--- src/core/ledst_pkg.sv ---
// constants and register layout for the led status output block
//
// Summary of operation
// - status bit 15 is the unstretched OR of every enabled event term.
// - status bit 15 is read only, writes ignored, no reset acts on it.
// - polarity one drives the pin high while status true, low while false.
// - polarity zero pulls the pin low while true, releases it while false.
// - polarity affects only the pin, never the readable status bit.
// - disable bit 13 set keeps the pin released whatever the status.
// - fast speed enable bit 12 adds a term while the link runs 100 Mbps.
// - hardware reset sets fast speed and stretch enables, clears the others.
// - soft reset and stop leave all writable configuration bits unchanged.
// - enable bit 9 adds a term on wake frame with wake detection on.
// - enable bit 8 adds a term only in link pass with full duplex on.
// - stretch enable bit 7 lengthens on-time per new event; zero disables it.
// - enable bit 6 adds a term while the link is in pass state.
// - enable bit 5 adds a term for receive activity passing address match.
// - enable bit 4 adds a term on transmit activity.
// - enable bit 2 adds a term on any receive activity.
// - enable bit 0 adds a term on collision activity.
// - led register writes take effect only while release bit 12 is one.
// - the low sixteen bits may be loaded by the eeprom preload.
// - bits 31-16 undefined on read, bits 11-10 and 3 written and read zero.
package ledst_pkg;

    // ========================================================================
    // register map
    localparam logic [11:0] LEDST_LED_CFG_OFF  = 12'h000;
    localparam logic [11:0] LEDST_MISC_CFG_OFF = 12'h004;
    localparam logic [11:0] LEDST_EVENT_OFF    = 12'h008;

    // ========================================================================
    // led configuration fields
    localparam int LEDST_FUNC_OR_BIT   = 15;
    localparam int LEDST_POLARITY_BIT  = 14;
    localparam int LEDST_DISABLE_BIT   = 13;
    localparam int LEDST_STRETCH_BIT   = 7;
    localparam int LEDST_RELEASE_BIT   = 12;
    localparam int LEDST_NUM_EVENTS    = 8;

    // enable bit position of each event source, index order of the event bus
    localparam int LEDST_EVT_POS [LEDST_NUM_EVENTS] = '{0, 2, 4, 5, 6, 8, 9, 12};

    localparam logic [15:0] LEDST_WRITE_MASK = 16'h73f5;
    localparam logic [15:0] LEDST_CFG_RESET  = 16'h1080;

    // ========================================================================
    // stretch timing
    localparam int LEDST_CLK_PERIOD_NS = 10;
    localparam int LEDST_STRETCH_US    = 100;
    localparam int LEDST_STRETCH_CYCLES = (LEDST_STRETCH_US * 1000) / LEDST_CLK_PERIOD_NS;

endpackage // ledst_pkg

--- src/core/ledst_led_status.sv ---
// led status output pin with apb register access, preload and pulse stretch
//
// Design decisions made here: the register addresses and register access over APB.
`timescale 1ns/1ps

module ledst_led_status
    import ledst_pkg::*;
#(
    parameter int STRETCH_CYCLES = LEDST_STRETCH_CYCLES,
    parameter int CNT_W          = 24
) (
    input  wire logic        pclk,
    input  wire logic        presetn,
    // ========================================================================
    // apb slave
    input  wire logic        psel,
    input  wire logic        penable,
    input  wire logic        pwrite,
    input  wire logic [11:0] paddr,
    input  wire logic [31:0] pwdata,
    input  wire logic [3:0]  pstrb,
    output logic      [31:0] prdata,
    output logic             pready,
    output logic             pslverr,
    // ========================================================================
    // eeprom preload
    input  wire logic        eeprom_preload,
    input  wire logic [15:0] eeprom_preload_data,
    // ========================================================================
    // mac event sources
    input  wire logic        link_pass,
    input  wire logic        full_duplex_on,
    input  wire logic        speed_100,
    input  wire logic        tx_activity,
    input  wire logic        rx_activity,
    input  wire logic        rx_match,
    input  wire logic        collision,
    input  wire logic        wake_mode_on,
    input  wire logic        wake_frame_rx,
    // ========================================================================
    // led pin
    output logic             led_pin_o,
    output logic             led_pin_oe
);

    // ========================================================================
    // state
    logic [15:0]                 cfg_q;
    logic [15:0]                 cfg_d;
    logic                        release_q;
    logic                        release_d;
    logic [LEDST_NUM_EVENTS-1:0] term_prev_q;
    logic [CNT_W-1:0]            stretch_q;
    logic [CNT_W-1:0]            stretch_d;
    logic [31:0]                 prdata_q;
    logic [31:0]                 prdata_d;
    logic                        pready_q;
    logic                        pready_d;
    logic                        pslverr_q;
    logic                        pslverr_d;
    logic                        led_o_q;
    logic                        led_o_d;
    logic                        led_oe_q;
    logic                        led_oe_d;

    // ========================================================================
    // configuration fields
    logic [LEDST_NUM_EVENTS-1:0] evt_enable;
    logic                        collision_enable;
    logic                        rx_activity_enable;
    logic                        tx_activity_enable;
    logic                        rx_match_enable;
    logic                        link_pass_enable;
    logic                        full_duplex_link_enable;
    logic                        wake_frame_enable;
    logic                        fast_speed_enable;
    logic                        pulse_stretch_enable;
    logic                        pin_disable;
    logic                        pin_polarity_select;

    assign collision_enable        = cfg_q[LEDST_EVT_POS[0]];
    assign rx_activity_enable      = cfg_q[LEDST_EVT_POS[1]];
    assign tx_activity_enable      = cfg_q[LEDST_EVT_POS[2]];
    assign rx_match_enable         = cfg_q[LEDST_EVT_POS[3]];
    assign link_pass_enable        = cfg_q[LEDST_EVT_POS[4]];
    assign full_duplex_link_enable = cfg_q[LEDST_EVT_POS[5]];
    assign wake_frame_enable       = cfg_q[LEDST_EVT_POS[6]];
    assign fast_speed_enable       = cfg_q[LEDST_EVT_POS[7]];
    assign pulse_stretch_enable    = cfg_q[LEDST_STRETCH_BIT];
    assign pin_disable             = cfg_q[LEDST_DISABLE_BIT];
    assign pin_polarity_select     = cfg_q[LEDST_POLARITY_BIT];

    // packed in event bus order
    assign evt_enable = {fast_speed_enable, wake_frame_enable, full_duplex_link_enable,
                         link_pass_enable, rx_match_enable, tx_activity_enable,
                         rx_activity_enable, collision_enable};

    // ========================================================================
    // event terms
    logic [LEDST_NUM_EVENTS-1:0] evt_src;
    logic [LEDST_NUM_EVENTS-1:0] evt_term;
    logic [LEDST_NUM_EVENTS-1:0] evt_rise;
    logic                        led_function_or;
    logic                        new_event;

    // bus order matches LEDST_EVT_POS
    assign evt_src[0] = collision;
    assign evt_src[1] = rx_activity;
    assign evt_src[2] = tx_activity;
    assign evt_src[3] = rx_match;
    assign evt_src[4] = link_pass;
    assign evt_src[5] = link_pass & full_duplex_on;
    assign evt_src[6] = wake_mode_on & wake_frame_rx;
    assign evt_src[7] = speed_100;

    genvar gi;
    generate
        for (gi = 0; gi < LEDST_NUM_EVENTS; gi++) begin : g_evt
            assign evt_term[gi] = evt_src[gi] & evt_enable[gi];
            assign evt_rise[gi] = evt_term[gi] & ~term_prev_q[gi];
        end
    endgenerate

    assign led_function_or = |evt_term;
    assign new_event       = |evt_rise;

    // ========================================================================
    // pulse stretcher
    // a level event such as link pass keeps the pin lit through the OR term
    // alone; the stretcher only matters for short activity bursts
    logic stretch_on;
    logic stretch_busy;
    logic led_lit;

    localparam logic [CNT_W-1:0] STRETCH_LOAD = CNT_W'(STRETCH_CYCLES);

    assign stretch_on   = pulse_stretch_enable;
    assign stretch_busy = (stretch_q != '0);

    always_comb begin
        stretch_d = stretch_q;
        if (!stretch_on) begin
            stretch_d = '0;
        end else if (new_event) begin
            stretch_d = STRETCH_LOAD;
        end else if (stretch_busy) begin
            stretch_d = stretch_q - CNT_W'(1);
        end
    end

    assign led_lit = led_function_or | (stretch_on & stretch_busy);

    // ========================================================================
    // pin drive
    // disabled means released in both modes, so an open drain board pull-up
    // and a totem pole board both see the led dark
    always_comb begin
        led_o_d  = 1'b0;
        led_oe_d = 1'b0;
        if (pin_disable) begin
            led_o_d  = 1'b0;
            led_oe_d = 1'b0;
        end else if (pin_polarity_select) begin
            led_o_d  = led_lit;
            led_oe_d = 1'b1;
        end else begin
            led_o_d  = 1'b0;
            led_oe_d = led_lit;
        end
    end

    // ========================================================================
    // apb decode
    logic setup_ph;
    logic access_ph;
    logic hit_cfg;
    logic hit_misc;
    logic hit_evt;
    logic hit_any;
    logic wr_cfg;
    logic wr_misc;
    logic lo_lanes;
    logic hi_lane;

    assign setup_ph  = psel & ~penable;
    assign access_ph = psel & penable & pready_q;
    // zero wait states: the answer always follows its setup cycle
    assign pready_d  = setup_ph;
    assign hit_cfg   = (paddr == LEDST_LED_CFG_OFF);
    assign hit_misc  = (paddr == LEDST_MISC_CFG_OFF);
    assign hit_evt   = (paddr == LEDST_EVENT_OFF);
    assign hit_any   = hit_cfg | hit_misc | hit_evt;
    // a narrow write only touches the lanes it names
    assign lo_lanes  = pstrb[0];
    assign hi_lane   = pstrb[1];
    assign wr_cfg    = access_ph & pwrite & hit_cfg & release_q;
    assign wr_misc   = access_ph & pwrite & hit_misc;

    // ========================================================================
    // configuration next value
    logic [15:0] cfg_wmask;

    assign cfg_wmask = LEDST_WRITE_MASK & {{8{hi_lane}}, {8{lo_lanes}}};

    always_comb begin
        cfg_d = cfg_q;
        if (eeprom_preload) begin
            // preload wins over a bus write in the same cycle
            cfg_d = eeprom_preload_data & LEDST_WRITE_MASK;
        end else if (wr_cfg) begin
            cfg_d = (cfg_q & ~cfg_wmask) | (pwdata[15:0] & cfg_wmask);
        end
    end

    always_comb begin
        release_d = release_q;
        if (wr_misc && hi_lane) begin
            release_d = pwdata[LEDST_RELEASE_BIT];
        end
    end

    // ========================================================================
    // read data, taken in the setup cycle
    logic [31:0] rd_cfg;
    logic [31:0] rd_misc;
    logic [31:0] rd_evt;

    always_comb begin
        rd_cfg                    = {16'h0000, cfg_q};
        rd_cfg[LEDST_FUNC_OR_BIT] = led_function_or;
    end

    always_comb begin
        rd_misc                    = 32'h0000_0000;
        rd_misc[LEDST_RELEASE_BIT] = release_q;
    end

    assign rd_evt = {22'h00_0000, stretch_busy, led_lit, evt_src};

    always_comb begin
        prdata_d  = prdata_q;
        pslverr_d = 1'b0;
        if (setup_ph) begin
            prdata_d  = 32'h0000_0000;
            pslverr_d = ~hit_any;
            if (!pwrite) begin
                if (hit_cfg) begin
                    prdata_d = rd_cfg;
                end else if (hit_misc) begin
                    prdata_d = rd_misc;
                end else if (hit_evt) begin
                    prdata_d = rd_evt;
                end
            end
        end
    end

    // ========================================================================
    // registers
    // only the hardware reset touches the configuration; there is no soft
    // reset or stop path into this block at all
    always_ff @(posedge pclk or negedge presetn) begin
        if (!presetn) begin
            cfg_q <= LEDST_CFG_RESET;
        end else begin
            cfg_q <= cfg_d;
        end
    end

    // release bit resets low so a stray write after power-up is ignored
    always_ff @(posedge pclk or negedge presetn) begin
        if (!presetn) begin
            release_q <= 1'b0;
        end else begin
            release_q <= release_d;
        end
    end

    // enabling a source whose event is already on counts as a new occurrence
    always_ff @(posedge pclk or negedge presetn) begin
        if (!presetn) begin
            term_prev_q <= '0;
        end else begin
            term_prev_q <= evt_term;
        end
    end

    always_ff @(posedge pclk or negedge presetn) begin
        if (!presetn) begin
            stretch_q <= '0;
        end else begin
            stretch_q <= stretch_d;
        end
    end

    always_ff @(posedge pclk or negedge presetn) begin
        if (!presetn) begin
            prdata_q <= 32'h0000_0000;
        end else begin
            prdata_q <= prdata_d;
        end
    end

    always_ff @(posedge pclk or negedge presetn) begin
        if (!presetn) begin
            pready_q <= 1'b0;
        end else begin
            pready_q <= pready_d;
        end
    end

    always_ff @(posedge pclk or negedge presetn) begin
        if (!presetn) begin
            pslverr_q <= 1'b0;
        end else begin
            pslverr_q <= pslverr_d;
        end
    end

    // pin flops sit last so the pad never sees a decode glitch
    always_ff @(posedge pclk or negedge presetn) begin
        if (!presetn) begin
            led_o_q <= 1'b0;
        end else begin
            led_o_q <= led_o_d;
        end
    end

    always_ff @(posedge pclk or negedge presetn) begin
        if (!presetn) begin
            led_oe_q <= 1'b0;
        end else begin
            led_oe_q <= led_oe_d;
        end
    end

    // ========================================================================
    // outputs
    assign prdata     = prdata_q;
    assign pready     = pready_q;
    assign pslverr    = pslverr_q;
    assign led_pin_o  = led_o_q;
    assign led_pin_oe = led_oe_q;

endmodule // ledst_led_status

--- config.mk ---
export PLATFORM = sky130hd
export DESIGN_NAME = ledst_led_status
export DESIGN_NICKNAME = d
export VERILOG_FILES = /design/src/core/ledst_pkg.sv /design/src/core/ledst_led_status.sv
export SDC_FILE = /design/constraint.sdc
export NUM_CORES = 1
export LEC_CHECK = 0
export BUFFER_PORTS_ARGS = -buffer_cell sky130_fd_sc_hd__buf_2
export CORE_ASPECT_RATIO = 1.2
export CORE_MARGIN = 3
export CORE_UTILIZATION = 51
export DETAILED_ROUTE_END_ITERATION = 7
export MAX_ROUTING_LAYER = met4
export PLACE_DENSITY = 0.81
export SYNTH_ARGS = -nofsm -noshare
export SYNTH_HDL_FRONTEND = slang
export SYNTH_SLANG_ARGS = --single-unit
export TNS_END_PERCENT = 5
--- constraint.sdc ---
create_clock -name pclk -period 2.7 [get_ports pclk]
set_input_delay 0.135 -clock pclk [delete_from_list [all_inputs] [get_ports pclk]]
set_output_delay 0.135 -clock pclk [all_outputs]
set_load 0.01 [all_outputs]
==> results.cfg <==
[routing]
vias_per_cell = 6.06
wl_per_cell_um = 16.6
wl_mm = 8.56
drt-initial-drc-count = 226
dr.pass1.iters = 5
drc_errors = 0
vias = 3122
ant_nets = 0

[worst_setup_path]
crit_arrival_ns = 2.54
reg2regPathDepth = 4
r2r_slack_ns = 0.39
start_kind = flop
r2r_end = stretch_q[11]
cp-end-kind = flop
cp_max_fo = 9
r2r_start = stretch_q[3]
crit_type = flop to flop
cp.required_ns = 2.92

[global_routing]
grt_util_all_layers = 0.236
grt_max_degree = 38
grt_pass1_vias = 2922
antenna_found_initial = 0
grt-ovfl-total = 0
grt_first_pass_wirelength_mm = 13.7

[timing]
maxSlewViolCount = 0
fin_crit_sh = 0.857
rsz0062_at_grt = false
setup_viol = 0
slew_headroom = 0.548
hold_viol = 0
finalSetupTns_ns = 0
period_minus_slack_ns = 2.31
fmax_mhz = 432
fin_worst_skew_ns = 0.00805
hold_ws_ns = 0.0175
worst-slew-pin-transition_ns = 0.672

[yosys]
avgSynthCellArea_um2 = 9.88
syn_area_um2 = 3460
synth_top_area_cell = dfrtp_1
yosysSeqAreaShare = 0.457
synth-async-reset-ratio = 1.00
netlist.area_leader.share = 0.441
yosysWarnings = 0
yosysMostFrequentCell = dfrtp_1
synth_common_cells = dfrtp_1 (61), nor2_1 (20), nand3_1 (19), buf_4 (17), o21ai_0 (17)
yosys-top-cells-area = dfrtp_1 (44%), buf_4 (3.7%), nand3_1 (2.7%)
synth_edf_count = 0
synth-seq-cells = 63
synthFlopType = dfrtp_1
synth_cell_types = 59
syn_inst = 350

[clock_tree]
postCtsSetupBuffers = 0
clk_pin_slew_worst_paths_ns = 0.07
clockBufferDepth = 2
cts_buffers = 9
htree_levels = 3
cts_sinks = 63
cts_tree = yes
clk_latency_ns = 0.35
cts_root_buffer = clkbuf_8

[placement]
hpwl_mm = 6.22
port-buffer-count = 70
gp_congestion = 0.845

[run_status]
status = complete, no violations

[cells_and_area]
area_growth_pct = 16.8
num-nets-final = 505
drive_gt1_frac = 0.253
fillers = 566
n_antenna_cell = 0

[die]
rows = 32
core-area_um2 = 6490
die_w_um = 81.2
fp.dieH_um = 96.2
die_area_um2 = 7810
io_pins = 115
initial_core_util = 0.533

[flow_run]
maxCapViolations = 0

[min_path]
holdPathStages = 3
hold_class = primary input to flop
worstHoldEndpoint = cfg_q[7]
worstHoldStart = pwdata[7]

[power]
leakage_nw = 1.85
power.density_nw_per_um2 = 540
ir_drop_uv = 364
==> cell families (layout without fill, tap and decap cells) <==
kind of cell               count (synthesis)  after routing  share of synthesized area
muxes                                      6              6                     0.0177
other                                      1             16                    0.00108
buffers and inverters                     45            110                     0.0731
AOI/OAI and AO/OA                         93             93                      0.188
and+or+nand+nor                          138            138                      0.252
DFF                                       63             63                      0.457
xor gates and xnor gates                   3              3                    0.00760
adders and majority gates                  1              1                    0.00362
==> critical path, cell delays in order, from the launching register on <==
cell and delay, ns:
dfrtp_1 0.43, or4_1 0.71, nor4_4 0.53, a21oi_1 0.21, a211oi_1 0.31
==> final cells by class <==
cell class,count,area (um2),share of cell area
inverters,9,33.8,0.00837
well taps,85,106,0.0263
flip-flops and latches,63,1580,0.391
clock buffers,12,145,0.0359
repair buffers,85,468,0.116
multi-input cells,257,1680,0.417
clock inverters,4,22.5,0.00558
==> how the worst max path moves through the flow <==
stage,to,from,slack [ns],depth (start not counted)
2_1_floorplan,stretch_q[20],stretch_q[12],0.70,5
3_3_place_gp,stretch_q[18],stretch_q[8],0.50,5
3_5_place_dp,stretch_q[11],stretch_q[3],0.41,4
4_1_cts,stretch_q[11],stretch_q[3],0.41,4
5_1_grt,stretch_q[16],stretch_q[0],0.25,7
6_report,stretch_q[11],stretch_q[3],0.39,4
==> metal layers <==
layer / vias up / global-route usage / wire (um)
met5: - / - / 0
met4: 0 / 0.0958 / 238
met3: 18 / 0.0487 / 494
met2: 120 / 0.388 / 4330
met1: 1523 / 0.284 / 3500
li1: 1461 / - / -
==> through the flow <==
step / total power, mW / cell area (um2) / instances / setup WS (ns) / util
after floorplan: 1.34 / 3510 / 365 / 0.699 / -
after global placement: 1.46 / 3850 / 497 / 0.501 / 0.594
after detailed placement: 1.48 / 3850 / 497 / 0.412 / 0.594
after CTS: 2.19 / 4040 / 515 / 0.406 / 0.622
after global routing: 2.29 / 4040 / 515 / 0.245 / 0.622
final: 2.18 / 4040 / 515 / 0.386 / 0.622
==> registers in the layout, indices dropped and copies added, names as in the netlist <==
| signal | flops |
|---|---|
| led_pin_o | 1 |
| led_pin_oe | 1 |
| pready | 1 |
| term_prev_q | 8 |
| pslverr | 1 |
| release_q | 1 |
| cfg_q | 11 |
| prdata | 15 |
| stretch_q | 24 |
==> placed cells by master (no fill, tap or decap), types with 3 or more instances in the layout <==
cell type  count
a32o_1         4
mux2i_1        5
clkbuf_8      10
dfrtp_1       61
o21a_1         3
inv_1          9
conb_1        16
nor3_1         7
nand2b_1       3
nand2_1       13
nor4_1         6
o2bb2ai_1      3
buf_2         70
nand4_1        8
nor2_1        20
nand3b_1       8
o21ai_0       17
or4_1         10
o31ai_1        8
a31oi_1       12
a211oi_1       6
nor3b_1        3
a21oi_1       16
nand4b_1       9
or3_1          8
clkinv_2       3
nand3_1       19
a21o_1         6
a22o_1         4
or4_4          3
and2_1         6
buf_4         13
==> what timing repair did <==
item,in CTS,in global routing
resized for setup,0,0
setup endpoints to repair,0,0
hold buffers,2,0
hold endpoints to repair,62,0
==> where the power goes <==
part	switching, mW	leakage, nW	internal, mW
Clock	0.360	0.0861	0.354
Combinational	0.246	0.950	0.168
Sequential	0.0556	0.817	0.998
Total	0.662	1.85	1.52
Note: power is estimated with default switching activity, not from simulation.
